### config.mk
export PLATFORM = sky130hd
export DESIGN_NAME = lbtd_main
export DESIGN_NICKNAME = d
export VERILOG_FILES = /design/src/lbtd_pkg.sv /design/src/lbtd_sampler.sv /design/src/lbtd_main.sv /design/src/lbtd_bit_timer.sv
export SDC_FILE = /design/constraint.sdc
export NUM_CORES = 1
export LEC_CHECK = 0
export BUFFER_PORTS_ARGS = -buffer_cell sky130_fd_sc_hd__buf_4
export CAP_MARGIN = 20
export CELL_PAD_IN_SITES_DETAIL_PLACEMENT = 1
export CELL_PAD_IN_SITES_GLOBAL_PLACEMENT = 2
export CORE_MARGIN = 3
export CORE_UTILIZATION = 44
export CTS_BUF_LIST = sky130_fd_sc_hd__clkbuf_2
export DETAILED_ROUTE_END_ITERATION = 12
export PLACE_DENSITY_LB_ADDON = 0.1
export SETUP_SLACK_MARGIN = 0.4
export SLEW_MARGIN = 20
export SYNTH_ARGS = -nofsm -noshare
export SYNTH_HDL_FRONTEND = slang
export SYNTH_HIERARCHICAL = 1
export SYNTH_SLANG_ARGS = --single-unit
### constraint.sdc
create_clock -name sys_clk -period 11.6 [get_ports sys_clk]
set_input_delay 1.74 -clock sys_clk [delete_from_list [all_inputs] [get_ports sys_clk]]
set_output_delay 1.74 -clock sys_clk [all_outputs]
set_load 0.01 [all_outputs]
### src/lbtd_pkg.sv
// Constants, carrier types and helper functions of the LIN trigger decoder.
package lbtd_pkg;

    // Clock rate and field widths.
    localparam int unsigned CLK_HZ   = 100_000_000;
    localparam int          ADC_W    = 12;
    localparam int          BAUD_W   = 20;
    localparam int          DIV_W    = 27;
    localparam int          CNT_W    = 32;
    localparam int          TS_W     = 32;
    localparam int          SEQ_W    = 16;
    localparam int          MAX_DATA = 8;

    // Frame layout constants.
    localparam int          BREAK_BITS     = 13;
    localparam logic [7:0]  SYNC_BYTE      = 8'h55;
    localparam logic [5:0]  CLASSIC_ID_MIN = 6'h3c;
    localparam logic [3:0]  STOP_BIT       = 4'h9;
    localparam logic [3:0]  LEN_SHORT      = 4'h2;
    localparam logic [3:0]  LEN_MID        = 4'h4;
    localparam logic [3:0]  LEN_LONG       = 4'h8;

    // Predefined bit rates in bit/s, picked by the rate selector.
    localparam logic [BAUD_W-1:0] BAUD_TABLE [8] = '{
        20'h00258, 20'h004b0, 20'h00960, 20'h012c0,
        20'h02580, 20'h028b1, 20'h04b00, 20'h04e20
    };

    // Trigger conditions.
    typedef enum logic [1:0] {
        lbtd_break_mode,
        lbtd_identifier_mode,
        identifier_and_payload_match_mode,
        lbtd_error_mode
    } lbtd_mode_t;

    // Parser states.
    typedef enum logic [2:0] {
        st_idle,
        st_sync,
        st_pid,
        st_data,
        st_csum
    } lbtd_state_t;

    // Static configuration supplied by the control side.
    typedef struct packed {
        lbtd_mode_t        mode;
        logic              serial_sel;
        logic [5:0]        match_id;
        logic [7:0]        first_data_match_value;
        logic              first_data_care;
        logic [7:0]        second_data_match_value;
        logic              second_data_care;
        logic [2:0]        baud_sel;
        logic              custom_en;
        logic [BAUD_W-1:0] custom_baud;
        logic [ADC_W-1:0]  threshold;
    } lbtd_cfg_t;

    // One decoded frame.
    typedef struct packed {
        logic [SEQ_W-1:0]           seq;
        logic [TS_W-1:0]            timestamp;
        logic [7:0]                 pid;
        logic [1:0]                 identifier_parity_bits;
        logic [3:0]                 len;
        logic [MAX_DATA-1:0][7:0]   data;
        logic [7:0]                 checksum;
        logic                       err_parity;
        logic                       err_checksum;
    } lbtd_rec_t;

    // Expected parity pair {P1, P0} of a six-bit identifier.
    function automatic logic [1:0] lbtd_parity(input logic [5:0] id);
        return {~(id[1] ^ id[3] ^ id[4] ^ id[5]), id[0] ^ id[1] ^ id[2] ^ id[4]};
    endfunction

    // Payload length implied by the identifier's two top bits.
    function automatic logic [3:0] lbtd_data_len(input logic [5:0] id);
        case (id[5:4])
            2'h2:    return LEN_MID;
            2'h3:    return LEN_LONG;
            default: return LEN_SHORT;
        endcase
    endfunction

    // Eight-bit sum with end-around carry.
    function automatic logic [7:0] lbtd_csum_add(input logic [7:0] a, input logic [7:0] b);
        logic [8:0] s;
        s = {1'b0, a} + {1'b0, b};
        return s[7:0] + {7'h00, s[8]};
    endfunction

endpackage

### src/lbtd_sampler.sv
// Threshold slicer that turns the sampled bus voltage into a logic level.
`timescale 1ns/1ps
module lbtd_sampler import lbtd_pkg::*; (
    // Clock and reset.
    input  wire logic             sys_clk,
    input  wire logic             nrst,
    // Sample stream, produced on sys_clk by the converter.
    input  wire logic [ADC_W-1:0] adc_sample,
    input  wire logic [ADC_W-1:0] threshold,
    // Sliced level and its previous value.
    output logic                  line_q,
    output logic                  line_prev_q
);
    logic line_d;

    // A sample strictly above the threshold is one, anything else zero.
    always_comb begin
        line_d = (adc_sample > threshold);
    end

    // The idle bus is recessive, so reset to one.
    always_ff @(posedge sys_clk or negedge nrst) begin
        if (!nrst) begin
            line_q      <= 1'b1;
            line_prev_q <= 1'b1;
        end else begin
            line_q      <= line_d;
            line_prev_q <= line_q;
        end
    end
endmodule // lbtd_sampler

### src/lbtd_main.sv
// LIN bus monitor: break detection, frame parsing, trigger and frame records.
`timescale 1ns/1ps
module lbtd_main import lbtd_pkg::*; (
    // Clock and reset.
    input  wire logic             sys_clk,
    input  wire logic             nrst,
    // Bus samples and configuration.
    input  wire logic [ADC_W-1:0] adc_sample,
    input  wire lbtd_cfg_t        cfg,
    // Trigger and decoded frames.
    output logic                  trig_q,
    output logic                  rec_valid_q,
    output lbtd_rec_t             rec_q
);
    logic              line;
    logic              line_prev;
    logic [DIV_W-1:0]  bitc;
    logic [CNT_W-1:0]  brk_cyc;
    logic              tim_busy;

    lbtd_state_t       st_q;
    lbtd_state_t       st_d;
    logic              rx_busy_q;
    logic              rx_busy_d;
    logic [DIV_W-1:0]  cnt_q;
    logic [DIV_W-1:0]  cnt_d;
    logic [3:0]        bitn_q;
    logic [3:0]        bitn_d;
    logic [7:0]        shift_q;
    logic [7:0]        shift_d;
    logic [CNT_W-1:0]  low_cnt_q;
    logic [CNT_W-1:0]  low_cnt_d;
    logic [3:0]        idx_q;
    logic [3:0]        idx_d;
    logic [7:0]        sum_q;
    logic [7:0]        sum_d;
    logic              id_hit_q;
    logic              id_hit_d;
    logic              pair_q;
    logic              pair_d;
    logic              trig_d;
    logic              rec_valid_d;
    lbtd_rec_t         rec_d;
    lbtd_rec_t         wrk_q;
    lbtd_rec_t         wrk_d;
    logic [TS_W-1:0]   time_q;
    logic [TS_W-1:0]   trig_time_q;
    logic [TS_W-1:0]   trig_time_d;
    logic [TS_W-1:0]   frame_t_q;
    logic [TS_W-1:0]   frame_t_d;
    logic [SEQ_W-1:0]  seq_q;
    logic [SEQ_W-1:0]  seq_d;

    logic              rise;
    logic              fall;
    logic              brk_evt;
    logic              byte_done;
    logic              stop_ok;
    logic              err_evt;
    logic              trig_evt;
    logic              d1m;
    logic              d2m;
    logic              hit;

    // Slicer and bit-rate source.
    lbtd_sampler u_sampler (
        .sys_clk     (sys_clk),
        .nrst        (nrst),
        .adc_sample  (adc_sample),
        .threshold   (cfg.threshold),
        .line_q      (line),
        .line_prev_q (line_prev)
    );

    lbtd_bit_timer u_timer (
        .sys_clk        (sys_clk),
        .nrst           (nrst),
        .baud_sel       (cfg.baud_sel),
        .custom_en      (cfg.custom_en),
        .custom_baud    (cfg.custom_baud),
        .bit_cycles_q   (bitc),
        .break_cycles_q (brk_cyc),
        .busy_q         (tim_busy)
    );

    // Edges of the sliced line.
    assign rise = line & ~line_prev;
    assign fall = ~line & line_prev;

    // Next-state logic for the byte receiver, parser, trigger and records.
    always_comb begin
        st_d        = st_q;
        rx_busy_d   = rx_busy_q;
        cnt_d       = cnt_q;
        bitn_d      = bitn_q;
        shift_d     = shift_q;
        idx_d       = idx_q;
        sum_d       = sum_q;
        id_hit_d    = id_hit_q;
        pair_d      = pair_q;
        wrk_d       = wrk_q;
        rec_d       = rec_q;
        rec_valid_d = 1'b0;
        frame_t_d   = frame_t_q;
        seq_d       = seq_q;
        byte_done   = 1'b0;
        stop_ok     = 1'b0;
        err_evt     = 1'b0;
        trig_evt    = 1'b0;
        hit         = 1'b0;

        // Low time counter saturates so a stuck bus cannot wrap into a false break.
        low_cnt_d = low_cnt_q;
        if (line) begin
            low_cnt_d = '0;
        end else if (low_cnt_q != '1) begin
            low_cnt_d = low_cnt_q + CNT_W'(1);
        end
        brk_evt = rise && !tim_busy && (low_cnt_q >= brk_cyc);

        // Byte receiver: start bit checked mid-bit, then eight bits LSB first, then stop.
        if (rx_busy_q) begin
            if (cnt_q == '0) begin
                cnt_d  = bitc - DIV_W'(1);
                bitn_d = bitn_q + 4'h1;
                if (bitn_q == 4'h0 && line) begin
                    rx_busy_d = 1'b0;
                end else if (bitn_q == STOP_BIT) begin
                    byte_done = 1'b1;
                    stop_ok   = line;
                    rx_busy_d = 1'b0;
                end else if (bitn_q != 4'h0) begin
                    shift_d = {line, shift_q[7:1]};
                end
            end else begin
                cnt_d = cnt_q - DIV_W'(1);
            end
        end else if (fall && st_q != st_idle) begin
            rx_busy_d = 1'b1;
            cnt_d     = bitc >> 1;
            bitn_d    = 4'h0;
        end

        // Data comparison; a don't-care value matches any byte.
        d1m = !cfg.first_data_care || (shift_q == cfg.first_data_match_value);
        d2m = !cfg.second_data_care || (shift_q == cfg.second_data_match_value);

        // Frame parser, advanced once per completed byte.
        if (byte_done) begin
            case (st_q)
                st_sync: begin
                    if (stop_ok && shift_q == SYNC_BYTE) begin
                        st_d = st_pid;
                    end else begin
                        err_evt = 1'b1;
                        st_d    = st_idle;
                    end
                end
                st_pid: begin
                    if (!stop_ok) begin
                        st_d = st_idle;
                    end else begin
                        wrk_d.pid                    = shift_q;
                        wrk_d.identifier_parity_bits = shift_q[7:6];
                        wrk_d.len                    = lbtd_data_len(shift_q[5:0]);
                        wrk_d.err_parity             = (shift_q[7:6] != lbtd_parity(shift_q[5:0]));
                        err_evt  = wrk_d.err_parity;
                        id_hit_d = (shift_q[5:0] == cfg.match_id);
                        trig_evt = (cfg.mode == lbtd_identifier_mode) && id_hit_d;
                        sum_d    = (shift_q[5:0] < CLASSIC_ID_MIN) ? shift_q : 8'h00;
                        idx_d    = 4'h0;
                        pair_d   = 1'b0;
                        st_d     = st_data;
                    end
                end
                st_data: begin
                    if (!stop_ok) begin
                        st_d = st_idle;
                    end else begin
                        wrk_d.data[idx_q[2:0]] = shift_q;
                        sum_d = lbtd_csum_add(sum_q, shift_q);
                        idx_d = idx_q + 4'h1;
                        if (idx_d == wrk_q.len) begin
                            st_d = st_csum;
                        end
                        if (cfg.first_data_care && cfg.second_data_care) begin
                            hit = pair_q && d2m;
                        end else if (cfg.first_data_care) begin
                            hit = d1m;
                        end else begin
                            hit = d2m;
                        end
                        pair_d   = d1m;
                        trig_evt = (cfg.mode == identifier_and_payload_match_mode) && id_hit_q && hit;
                    end
                end
                st_csum: begin
                    wrk_d.checksum     = shift_q;
                    wrk_d.err_checksum = (~sum_q != shift_q);
                    err_evt            = wrk_d.err_checksum || !stop_ok;
                    st_d               = st_idle;
                    rec_valid_d        = 1'b1;
                end
                default: begin
                    st_d = st_idle;
                end
            endcase
        end

        // Break delimiter: restart the parser whatever it was doing.
        if (brk_evt) begin
            st_d      = st_sync;
            rx_busy_d = 1'b0;
            wrk_d     = '0;
            frame_t_d = time_q;
            id_hit_d  = 1'b0;
            trig_evt  = (cfg.mode == lbtd_break_mode);
        end

        if (cfg.mode == lbtd_error_mode && err_evt) begin
            trig_evt = 1'b1;
        end
        // The trigger only leaves the block when serial triggering is chosen.
        trig_d      = trig_evt && cfg.serial_sel;
        trig_time_d = trig_d ? time_q : trig_time_q;

        // Record emission with sequence number and offset to the latest trigger.
        if (rec_valid_d) begin
            rec_d           = wrk_d;
            rec_d.seq       = seq_q;
            rec_d.timestamp = frame_t_q - trig_time_d;
            seq_d           = seq_q + SEQ_W'(1);
        end
    end

    // State registers.
    always_ff @(posedge sys_clk or negedge nrst) begin
        if (!nrst) begin
            st_q        <= st_idle;
            rx_busy_q   <= 1'b0;
            cnt_q       <= '0;
            bitn_q      <= 4'h0;
            shift_q     <= 8'h00;
            low_cnt_q   <= '0;
            idx_q       <= 4'h0;
            sum_q       <= 8'h00;
            id_hit_q    <= 1'b0;
            pair_q      <= 1'b0;
            wrk_q       <= '0;
            rec_q       <= '0;
            rec_valid_q <= 1'b0;
            trig_q      <= 1'b0;
            time_q      <= '0;
            trig_time_q <= '0;
            frame_t_q   <= '0;
            seq_q       <= '0;
        end else begin
            st_q        <= st_d;
            rx_busy_q   <= rx_busy_d;
            cnt_q       <= cnt_d;
            bitn_q      <= bitn_d;
            shift_q     <= shift_d;
            low_cnt_q   <= low_cnt_d;
            idx_q       <= idx_d;
            sum_q       <= sum_d;
            id_hit_q    <= id_hit_d;
            pair_q      <= pair_d;
            wrk_q       <= wrk_d;
            rec_q       <= rec_d;
            rec_valid_q <= rec_valid_d;
            trig_q      <= trig_d;
            time_q      <= time_q + TS_W'(1);
            trig_time_q <= trig_time_d;
            frame_t_q   <= frame_t_d;
            seq_q       <= seq_d;
        end
    end
endmodule // lbtd_main

### src/lbtd_bit_timer.sv
// Bit time generator: divides the clock rate by the chosen bit rate.
`timescale 1ns/1ps
module lbtd_bit_timer import lbtd_pkg::*; (
    // Clock and reset.
    input  wire logic              sys_clk,
    input  wire logic              nrst,
    // Rate selection.
    input  wire logic [2:0]        baud_sel,
    input  wire logic              custom_en,
    input  wire logic [BAUD_W-1:0] custom_baud,
    // Derived timing.
    output logic [DIV_W-1:0]       bit_cycles_q,
    output logic [CNT_W-1:0]       break_cycles_q,
    output logic                   busy_q
);
    localparam logic [DIV_W-1:0] DIVIDEND = DIV_W'(CLK_HZ);

    logic [BAUD_W-1:0] rate;
    logic [BAUD_W-1:0] rate_q;
    logic [BAUD_W-1:0] rate_d;
    logic [BAUD_W:0]   rem_q;
    logic [BAUD_W:0]   rem_d;
    logic [BAUD_W:0]   trial;
    logic [DIV_W-1:0]  quo_q;
    logic [DIV_W-1:0]  quo_d;
    logic [4:0]        step_q;
    logic [4:0]        step_d;
    logic              busy_d;
    logic [DIV_W-1:0]  bitc_d;
    logic [CNT_W-1:0]  brk_d;

    // Restoring divider, one quotient bit per clock; a serial divider is far
    // cheaper than a combinational one and rate changes are rare.
    always_comb begin
        rate   = custom_en ? custom_baud : BAUD_TABLE[baud_sel];
        rate   = (rate == '0) ? BAUD_W'(1) : rate;
        rate_d = rate_q;
        rem_d  = rem_q;
        quo_d  = quo_q;
        step_d = step_q;
        busy_d = busy_q;
        bitc_d = bit_cycles_q;
        brk_d  = break_cycles_q;
        trial  = {rem_q[BAUD_W-1:0], DIVIDEND[step_q]};
        if (busy_q) begin
            rem_d  = (trial >= {1'b0, rate_q}) ? trial - {1'b0, rate_q} : trial;
            quo_d  = {quo_q[DIV_W-2:0], (trial >= {1'b0, rate_q})};
            step_d = step_q - 5'h01;
            if (step_q == 5'h00) begin
                busy_d = 1'b0;
                bitc_d = quo_d;
                brk_d  = CNT_W'(quo_d) * CNT_W'(BREAK_BITS);
            end
        end else if (rate != rate_q) begin
            rate_d = rate;
            rem_d  = '0;
            quo_d  = '0;
            step_d = 5'(DIV_W - 1);
            busy_d = 1'b1;
        end
    end

    // Rate zero at reset forces a division after release.
    always_ff @(posedge sys_clk or negedge nrst) begin
        if (!nrst) begin
            rate_q         <= '0;
            rem_q          <= '0;
            quo_q          <= '0;
            step_q         <= 5'h00;
            busy_q         <= 1'b0;
            bit_cycles_q   <= DIV_W'(1);
            break_cycles_q <= '1;
        end else begin
            rate_q         <= rate_d;
            rem_q          <= rem_d;
            quo_q          <= quo_d;
            step_q         <= step_d;
            busy_q         <= busy_d && (rate_d != '0);
            bit_cycles_q   <= bitc_d;
            break_cycles_q <= brk_d;
        end
    end
endmodule // lbtd_bit_timer

==> results of run 1 <==
worst register-to-register path, stage by stage (launching register included):
cell and delay (ns):
dfrtp_1 0.93, xor2_1 0.19, a2111oi_0 0.57, nand4_1 0.16, o311a_1 0.21, or3_4 0.42, o311ai_4 0.82, mux2_2 0.45
ha_1 0.22, fa_1 0.42, nor2b_1 0.16, o21ai_0 0.12, a21boi_0 0.28, o21ai_0 0.15, a21boi_0 0.30, o21a_1 0.18
o21ai_0 0.11, a31oi_1 0.28, a211oi_1 0.13, o21ai_0 0.25, nand3_2 0.18, o31ai_1 0.32, o31ai_2 0.15, a211oi_1 0.74
nand2_1 0.18, nand4_1 0.15, o211ai_1 0.10
sequential cells by signal, summed over array words and instances (netlist names), 3 cells and up:
signal / flops
bitn_q: 4
cnt_q: 27
frame_t_q: 32
idx_q: 4
low_cnt_q: 32
rec_q: 136
seq_q: 16
shift_q: 8
st_q: 3
sum_q: 8
time_q: 32
trig_time_q: 32
u_timer/bit_cycles_q: 27
u_timer/break_cycles_q: 31
u_timer/quo_q: 26
u_timer/rate_q: 20
u_timer/rem_q: 20
u_timer/step_q: 5
wrk_q: 79
stage by stage:
stage               setup WS [ns]  instance area (µm²)  instances  power (µW)  hold WS (ns)
detailed placement          2.462                33330       4250        6491        0.4663
global placement            2.764                33330       4250        6328        0.4599
finish                      3.280                34730       4519        7888        0.4344
global route                2.673                34720       4516        8664        0.3697
CTS                         3.287                34710       4513        8000        0.2915
floorplan                   3.886                30870       3226        5398        0.3533
cell usage after synthesis, types with 6 or more instances:
cell	number
dfrtp_1	516
nand2_1	411
inv_1	248
o21ai_0	237
nor2_1	201
ha_1	163
mux2i_1	142
a21oi_1	137
xnor2_1	132
clkbuf_1	115
nand3_1	115
xor2_1	96
o31ai_1	87
mux2_2	72
nand4_1	40
dfstp_2	34
nor3_1	34
and3_1	33
a21o_1	28
fa_1	27
nor2b_1	23
nor4_1	23
buf_1	21
a31oi_1	20
a211oi_1	18
nand2b_1	18
nand3b_1	14
and2_1	12
a22oi_1	11
o21a_1	11
or3_1	11
buf_2	10
nor3b_1	10
o211ai_1	9
a2111oi_0	7
and4_1	7
maj3_1	7
o21bai_1	7
or2_2	7
a211o_1	6
a21boi_0	6
nand4b_1	6
o22ai_1	6
per-layer routing:
layer	vias up	wire length (µm)	part of all wire (%)	track usage [%]
met5	-	0	0	0
met4	0	1824	2.1	7.624
met3	128	2988	3.5	4.142
met2	411	41830	49	39.75
met1	12330	38880	45	30.44
li1	11720	-	-	-
power groups by stage:
stage | combinational, µW | clock [µW] | sequential (µW)
after global placement | 3800 | 0 | 2530
final | 3930 | 1450 | 2510
after floorplan | 2980 | 0 | 2410
after global routing | 4490 | 1630 | 2550
after detailed placement | 3950 | 0 | 2540
after CTS | 3970 | 1520 | 2510
kinds of logic after synthesis:
family          synth area share [%]
flops                          44.72
xor+xnor                       6.541
mux                            7.230
simple gates                   14.87
buf+inv                        4.989
compound gates                 13.00
fa+ha+maj                      8.657
path summary, 6_finish.rpt:
| path | startpoint | to | slack (ns) | cells past startpoint |
|---|---|---|---|---|
| max | shift_q[1] | rec_q[114] | 3.28 | 26 |
| min | nrst | rec_q[45] | 0.43 | 1 |
| max reg2reg | shift_q[1] | rec_q[114] | 3.28 | 26 |
| min reg2reg | rec_q[132] | rec_q[132] | 0.48 | 2 |
| max in group asynchronous | nrst | u_timer/rate_q[7] | 8.75 | 3 |
| min in group sys_clk | rec_q[132] | rec_q[132] | 0.48 | 2 |
layout make-up:
| type | instances | area, µm² |
|---|---|---|
| Antenna cell | 6 | 15.01 |
| Clock buffer | 229 | 1146 |
| Clock inverter | 34 | 235.2 |
| Fill cell | 7967 | 34340 |
| Inverter | 252 | 945.9 |
| Multi-Input combinational cell | 2274 | 15550 |
| Sequential cell | 550 | 13810 |
| Tap cell | 931 | 1165 |
| Timing Repair Buffer | 243 | 1861 |
==> impl_metrics.ini, run 1 <==
[critical_path]
max_stage_delay_ns = 0.93
cp.arrival_ns = 9.50
start_kind = flip-flop
crit_top_cell = o21ai_0
slowest_stage = dfrtp_1
critPathKind = reg2reg
path_buf_inv = 0
cp-end-kind = flip-flop
critical_path.top_delay_family = compound AO/OA/AOI/OAI gates
cp.required_ns = 12.78
path_max_fanout = 15

[run]
drv_cap = 0

[die]
rows = 96
dieArea_um2 = 73380
start_util_pct = 44.70
die_x_um = 270.9
io_pins = 215
coreArea_um2 = 69070
die_h_um = 270.9

[timing]
clock.fmax_ghz = 0.1202
maxSlewViolCount = 0
min_period_over_period_pct = 71.72
finalSetupTns_ns = 0
min_period_ns = 8.320
rsz0062_at_grt = false
max_slew_margin_pct = 32.42
fin_worst_skew_ns = 0.1326
setup_viol = 0
final_hold_viol_count = 0
worst_slew_pin_slew_ns = 1.011

[pwr]
combinationalPowerShare_pct = 49.8
pwr-share-clk_pct = 18.4
vdd_ir_drop_max_mv = 0.2244
p_switching_uw = 3472
intPower_uw = 4416
p_seq_share_pct = 31.8
power_density_nw_per_um2 = 227.1
switching_share_pct = 44.02
power.leakage_uw = 0.01696

[synthesis]
netlist_area_um2 = 30870
avgSynthCellArea_um2 = 9.570
ys_top_cells_by_area = dfrtp_1 (42%), ha_1 (6.6%), nand2_1 (5.0%)
synth_cells = 3226
synth.distinct_cells = 84
ys_ff_latch = 550
syn-num-nets = 3493
yosysTopAreaCell = dfrtp_1
synth-async-reset-ratio_pct = 100.0
synth-edff-count = 0
synth_warnings = 6
synth_top_flop_cell = dfrtp_1
netlist.area_leader.share_pct = 41.83
seq_area_frac_synth_pct = 44.72

[cells_and_area]
areaGrowthSynthToFinish_pct = 12.48
layout_commonest_cell = dfrtp_1
final_nets = 3742
fin_util_pct = 50.28
drive_gt1_share_pct = 17.56
final_cell_mix = dfrtp_1 (516), nand2_1 (411), inv_1 (247), buf_4 (239), o21ai_0 (237)

[clock_network]
htree_levels = 4
cts-buffers-inserted = 154
cts_sinks = 550
post-cts-setup-buffers = 0
cts_root_buf = clkbuf_2
cts_tree = done
cts.path.max_buffers = 3
path_clk_slew_ns = 0.11
cts_resized = 0
cts.hold.buffers_added = 0
clk-insertion-delay-late_ns = 1.35

[hold_path]
hold_class = in2async

[global_routing]
antenna_found_initial = 3
grt_pass1_wl_um = 140600
grt_max_degree = 153
grtUsageTotal_pct = 23.45
grt_pass1_vias = 26390
grt_overflow = 0

[placed_design]
dp_hpwl_um = 60280
routabilityCongestion = 0.8360
port_buffers = 214

[route]
avgViaCountPerCell = 5.440
ant_nets = 0
wl_per_cell_um = 18.92
vias = 24590
drt-initial-drc-count = 1324
drcViolationCount = 0
wl_um = 85520
drtPass1Iterations = 5

[run_status]
status = finished, final reports clean
Power figures use the tool's default switching activity.
==> inputs of run 2 (changes only) <==
--- a/config.mk
+++ b/config.mk
@@ -5,12 +5,13 @@
 export SDC_FILE = /design/constraint.sdc
 export NUM_CORES = 1
 export LEC_CHECK = 0
+export ABC_AREA = 1
 export BUFFER_PORTS_ARGS = -buffer_cell sky130_fd_sc_hd__buf_4
 export CAP_MARGIN = 20
 export CELL_PAD_IN_SITES_DETAIL_PLACEMENT = 1
 export CELL_PAD_IN_SITES_GLOBAL_PLACEMENT = 2
 export CORE_MARGIN = 3
-export CORE_UTILIZATION = 44
+export CORE_UTILIZATION = 34
 export CTS_BUF_LIST = sky130_fd_sc_hd__clkbuf_2
 export DETAILED_ROUTE_END_ITERATION = 12
 export PLACE_DENSITY_LB_ADDON = 0.1
==> constraint.sdc (replaced) <==
create_clock -name sys_clk -period 7.13 [get_ports sys_clk]
set_input_delay 1.0695 -clock sys_clk [delete_from_list [all_inputs] [get_ports sys_clk]]
set_output_delay 1.0695 -clock sys_clk [all_outputs]
set_load 0.01 [all_outputs]
==> impl_metrics.ini, run 2 <==
[cells_and_area]
largest-register = rec_q
drive_gt1_share_pct = 14.29
largest_reg_flops = 136
finalNonFillerCells = 5872
final_cell_mix = nand2_1 (1115), inv_1 (567), dfrtp_1 (515), o21ai_0 (348), nor2_1 (313)
reg.largest.list = rec_q: 136 flops, wrk_q: 79 flops
fill_cells = 11710
areaGrowthSynthToFinish_pct = 13.71
seq_area_um2 = 13810
layout_commonest_cell = nand2_1
final_nets = 4754
multi_input_area_um2 = 15830

[timing]
min_period_over_period_pct = 82.88
clock.fmax_ghz = 0.1692
finalSetupTns_ns = 0
worst_slew_pin_slew_ns = 1.059
final_hold_viol_count = 0
max_slew_margin_pct = 29.13
maxSlewViolCount = 0
min_period_ns = 5.909
setup_viol = 0
fin_worst_skew_ns = 0.1158
rsz0062_at_grt = false

[hold_path]
hold_path_end = u_timer/rate_q[13]
whs_path_depth = 5
min_from = cfg[25]
hold_class = in2reg

[pwr]
pwr-share-clk_pct = 18.9
power_density_nw_per_um2 = 364.2
switching_share_pct = 46.98
p_switching_uw = 6331
combinationalPowerShare_pct = 51.2
intPower_uw = 7144
power.leakage_uw = 0.01935
p_seq_share_pct = 29.9
vdd_ir_drop_max_mv = 0.2579

[synthesis]
yosysTopAreaCell = dfrtp_1
synth_top_flop_cell = dfrtp_1
seq_area_frac_synth_pct = 42.43
synth.most_common_cell = nand2_1
synth-async-reset-ratio_pct = 100.0
synthTopCellsByCount = nand2_1 (1116), inv_1 (569), dfrtp_1 (516)
netlist_area_um2 = 32540
syn-num-nets = 4469
avgSynthCellArea_um2 = 7.744
synth_warnings = 6
synth_cells = 4202
synth-edff-count = 0
ys_top_cells_by_area = dfrtp_1 (40%), nand2_1 (13%), inv_1 (6.6%)
netlist.area_leader.share_pct = 39.68
synth.distinct_cells = 65
ys_ff_latch = 550

[clock_network]
cts_tree = done
cts_sinks = 550
htree_levels = 4
cts_root_buf = clkbuf_2
post-cts-setup-buffers = 0
cts-buffers-inserted = 163
cts_resized = 0
path_clk_slew_ns = 0.09
cts.path.max_buffers = 3
clk-insertion-delay-late_ns = 1.45
cts.hold.buffers_added = 19

[critical_path]
path_max_fanout = 41
critPathKind = reg2reg
cp.required_ns = 8.40
reg2reg_from = u_timer/break_cycles_q[7]
start_kind = flip-flop
path_buf_inv = 3
max_stage_delay_ns = 0.54
crit_top_cell = nand2_1
cp.arrival_ns = 7.18
slowest_stage = dfstp_2
cp-end-kind = flip-flop
r2r-end = rec_q[117]
r2r_cells = 34
critical_path.top_delay_family = simple AND/OR/NAND/NOR gates
reg2reg_slack_ns = 1.22

[global_routing]
grt_max_degree = 152
antenna_found_initial = 5
grt_pass1_vias = 30440
grtUsageTotal_pct = 21.63
grt_pass1_wl_um = 170600
grt_overflow = 0

[run]
drv_cap = 0

[die]
start_util_pct = 34.55
die_x_um = 315.4
io_pins = 215
rows = 112
dieArea_um2 = 99450
die_h_um = 315.4
coreArea_um2 = 94170

[placed_design]
dp_hpwl_um = 77090
place_inst = 5557
routabilityCongestion = 0.8142
port_buffers = 214

[route]
wl_um = 105700
drt-initial-drc-count = 1389
avgViaCountPerCell = 4.863
drtPass1Iterations = 5
wl_per_cell_um = 18.01
ant_nets = 0
vias = 28560
drcViolationCount = 0

[run_status]
status = finished, final reports clean
run 2: cell types whose count changed in the layout (fill, tap and decap cells not counted), moves of 30 or more:
cell,previous run,this run
a21oi_1,137,184
and3_1,33,3
inv_1,247,567
mux2_2,72,0
mux2i_1,142,6
nand2_1,411,1115
nand3_1,114,230
nand4_1,40,92
nor2_1,200,313
o21ai_0,237,348
o31ai_1,87,9
xnor2_1,132,32
run 2: layout make-up:
type                       count  area share, %
multi-input combinational   2924          42.78
inverter                     585          5.955
timing repair buffer         263          5.553
clock buffer                 241          3.260
sequential                   550          37.32
antenna                        6        0.04058
clock inverter                49         0.8556
tap                         1254          4.241
run 2: stage by stage:
stage               setup slack [ns]  util, %  power, µW  instance area [µm²]  hold WS, ns
detailed placement            0.9846    37.45      11060                35270       0.4507
finish                         1.221    39.29      13470                37000       0.2279
global route                  0.4931    39.28      14980                36990      0.06933
global placement               1.053    37.45      11000                35270       0.4437
CTS                            1.164    39.27      13740                36980     0.003942
floorplan                      2.284        -       9063                32540       0.3779
run 2: power groups by stage:
stage / clock [µW] / combinational (µW) / sequential, µW
floorplan: 0 / 5120 / 3940
global placement: 0 / 6910 / 4090
detailed placement: 0 / 6970 / 4090
CTS: 2690 / 7020 / 4040
global route: 2860 / 8010 / 4110
finish: 2550 / 6900 / 4030
run 2: logic make-up after synthesis:
logic type | after synthesis | share of synthesized area (%)
AOI/OAI and AO/OA | 647 | 10.82
xor gates and xnor gates | 144 | 3.876
adders and majority gates | 190 | 7.929
buffers and inverters | 728 | 8.998
DFF | 550 | 42.43
muxes | 6 | 0.1846
and+or+nand+nor | 1937 | 25.77
run 2: tightest hold or removal path, cell delays in order:
cell,delay [ns]
buf_4,0.09
nand2_1,0.06
nand2_1,0.11
nand2_1,0.05
o21ai_0,0.13
run 2: routing by layer:
layer	track usage (%)	wire length [µm]	share of wire [%]
met5	0	0	0
met4	6.679	2611	2.5
met3	3.893	3612	3.4
met2	35.14	49020	46
met1	29.36	50480	48
run 2: how the worst max path moves through the flow:
| stage | to | depth (start not counted) | from |
|---|---|---|---|
| floorplan | rec_q[112] | 36 | shift_q[1] |
| global placement | rec_q[110] | 32 | cfg[36] |
| detailed placement | rec_q[110] | 32 | cfg[36] |
| CTS | rec_q[110] | 29 | shift_q[7] |
| global route | rec_q[117] | 34 | u_timer/break_cycles_q[7] |
| finish | rec_q[117] | 34 | u_timer/break_cycles_q[7] |
==> inputs of run 3 (changes only) <==
--- a/config.mk
+++ b/config.mk
@@ -11,7 +11,7 @@
 export CELL_PAD_IN_SITES_DETAIL_PLACEMENT = 1
 export CELL_PAD_IN_SITES_GLOBAL_PLACEMENT = 2
 export CORE_MARGIN = 3
-export CORE_UTILIZATION = 34
+export CORE_UTILIZATION = 38
 export CTS_BUF_LIST = sky130_fd_sc_hd__clkbuf_2
 export DETAILED_ROUTE_END_ITERATION = 12
 export PLACE_DENSITY_LB_ADDON = 0.1
==> constraint.sdc (replaced) <==
create_clock -name sys_clk -period 6.2 [get_ports sys_clk]
set_input_delay 0.93 -clock sys_clk [delete_from_list [all_inputs] [get_ports sys_clk]]
set_output_delay 0.93 -clock sys_clk [all_outputs]
set_load 0.01 [all_outputs]
==> impl_metrics.ini, run 3 (synthesized netlist as in run 2, its figures left out) <==
[timing]
clock.fmax_ghz = 0.1910
fin_worst_skew_ns = 0.1094
finalSetupTns_ns = 0
holdWs_ns = 0.2194
maxSlewViolCount = 0
max_slew_margin_pct = 29.98
rsz0062_at_grt = true
min_period_ns = 5.237
worst_slew_pin_slew_ns = 1.050
setup_viol = 0
final_hold_viol_count = 0
min_period_over_period_pct = 84.46

[clock_network]
cts_sinks = 550
cts_tree = done
htree_levels = 4
cts.path.max_buffers = 3
post-cts-setup-buffers = 0
path_clk_slew_ns = 0.10
cts-buffers-inserted = 159
clk-insertion-delay-late_ns = 1.43
cts_root_buf = clkbuf_2

[global_routing]
grt_max_degree = 135
grtUsageTotal_pct = 23.50
grt_pass1_wl_um = 168900
antenna_found_initial = 3
grt_pass1_vias = 30650
grt_overflow = 0

[hold_path]
hold_class = in2reg

[run]
drv_cap = 0

[route]
wl_um = 103400
ant_nets = 0
vias = 28790
drcViolationCount = 0
wl_per_cell_um = 17.89
avgViaCountPerCell = 4.982
drt-initial-drc-count = 1280
drtPass1Iterations = 5

[critical_path]
cp-end-kind = flip-flop
reg2reg_from = u_timer/step_q[0]
setup.worst_path.start = u_timer/step_q[0]
path_max_fanout = 4
r2r-end = u_timer/break_cycles_q[19]
critPathKind = reg2reg
cp.required_ns = 7.54
start_kind = flip-flop
cp.arrival_ns = 6.58
r2r_cells = 26
cp-endpoint = u_timer/break_cycles_q[19]
crit_top_cell = nand2_1
reg2reg_slack_ns = 0.96
slowest_stage = a21boi_0
max_stage_delay_ns = 0.44

[cells_and_area]
largest-register = rec_q
final_nets = 4786
largest_reg_flops = 136
layout_commonest_cell = nand2_1
final_cell_mix = nand2_1 (1115), inv_1 (567), dfrtp_1 (515), o21ai_0 (346), nor2_1 (313)
drive_gt1_share_pct = 14.19
fill_cells = 10590
areaGrowthSynthToFinish_pct = 14.20
multi_input_area_um2 = 15830
reg.largest.list = rec_q: 136 flops, wrk_q: 79 flops
seq_area_um2 = 13810

[die]
io_pins = 215
coreArea_um2 = 84220
die_x_um = 298.6
rows = 106
dieArea_um2 = 89170
start_util_pct = 38.64
die_h_um = 298.6

[pwr]
power_density_nw_per_um2 = 414.6
power.leakage_uw = 0.01945
vdd_ir_drop_max_mv = 0.2901

[placed_design]
port_buffers = 214
routabilityCongestion = 0.8444
dp_hpwl_um = 74670

[run_status]
status = finished, final reports clean
[run 3: cell types whose count changed in the layout (fill, tap and decap cells not counted), moves of 2 or more]
cell	before	now
diode_2	6	8
clkinv_1	31	29
clkinv_2	8	4
clkinvlp_4	3	5
buf_12	2	4
o21ai_0	348	346
o21ai_1	9	11
dlygate4sd3_1	19	48
buf_4	241	245
clkbuf_2	241	236
[run 3: metrics by stage]
step / setup slack [ns] / std cells / utilization (%) / instance area, µm² / total power [µW]
2_1_floorplan: 1.354 / 4202 / - / 32540 / 10420
3_3_place_gp: 0.9154 / 5443 / 41.77 / 35180 / 12530
3_5_place_dp: 0.7488 / 5443 / 41.77 / 35180 / 12660
4_1_cts: 0.8043 / 5771 / 44.09 / 37130 / 15650
5_1_grt: 0.3601 / 5778 / 44.12 / 37160 / 17100
6_report: 0.9633 / 5779 / 44.12 / 37160 / 15410
[run 3: worst min-delay path by stage]
stage / from / endpoint / slack [ns] / cells past startpoint
5_1_grt: nrst / u_timer/break_cycles_q[22] / 0.03 / 2
3_3_place_gp: u_timer/break_cycles_q[31] / u_timer/break_cycles_q[31] / 0.44 / 2
2_1_floorplan: u_sampler/line_q / u_sampler/line_prev_q / 0.38 / 0
6_report: cfg[54] / id_hit_q / 0.22 / 7
3_5_place_dp: u_timer/break_cycles_q[31] / u_timer/break_cycles_q[31] / 0.45 / 2
4_1_cts: cfg[35] / u_timer/rate_q[3] / 0.004 / 6
[run 3: metal layers]
layer	share of wire [%]	global-route usage, %	wire length (µm)	vias up
met5	0	0	0	-
met4	2.0	6.778	2105	0
met3	3.1	3.843	3245	136
met2	47	38.78	48960	393
met1	47	31.83	49050	14010
li1	-	-	-	14250
[run 3: final cells by class]
cell class                 instances  share of cell area [%]
multi-input combinational       2924                   42.61
timing repair buffer             299                   6.529
clock inverter                    43                  0.7273
antenna                            8                 0.05387
tap                             1134                   3.818
sequential                       550                   37.16
inverter                         585                   5.929
clock buffer                     236                   3.179
[run 3: critical path, delay by kind of cell (launching register included)]
kind	cells	cell delay, ns
xor+xnor	2	0.36
fa+ha+maj	6	1.72
compound gates	5	1.47
flops	1	0.37
simple gates	10	1.03
buf+inv	3	0.26
[run 3: report_power, final]
group	switching (µW)	internal (µW)	leakage (µW)	total (µW)
registers	479	4160	0.00710	4640
logic	5060	2890	0.0113	7950
clock network	1710	1110	0.00109	2820
total	7240	8160	0.0194	15400
[run 3: timing repair]
action | CTS | global route
resized for setup | 0 | 4
setup endpoints to repair | 0 | 17
hold buffers | 49 | 0
hold endpoints to repair | 567 | 0
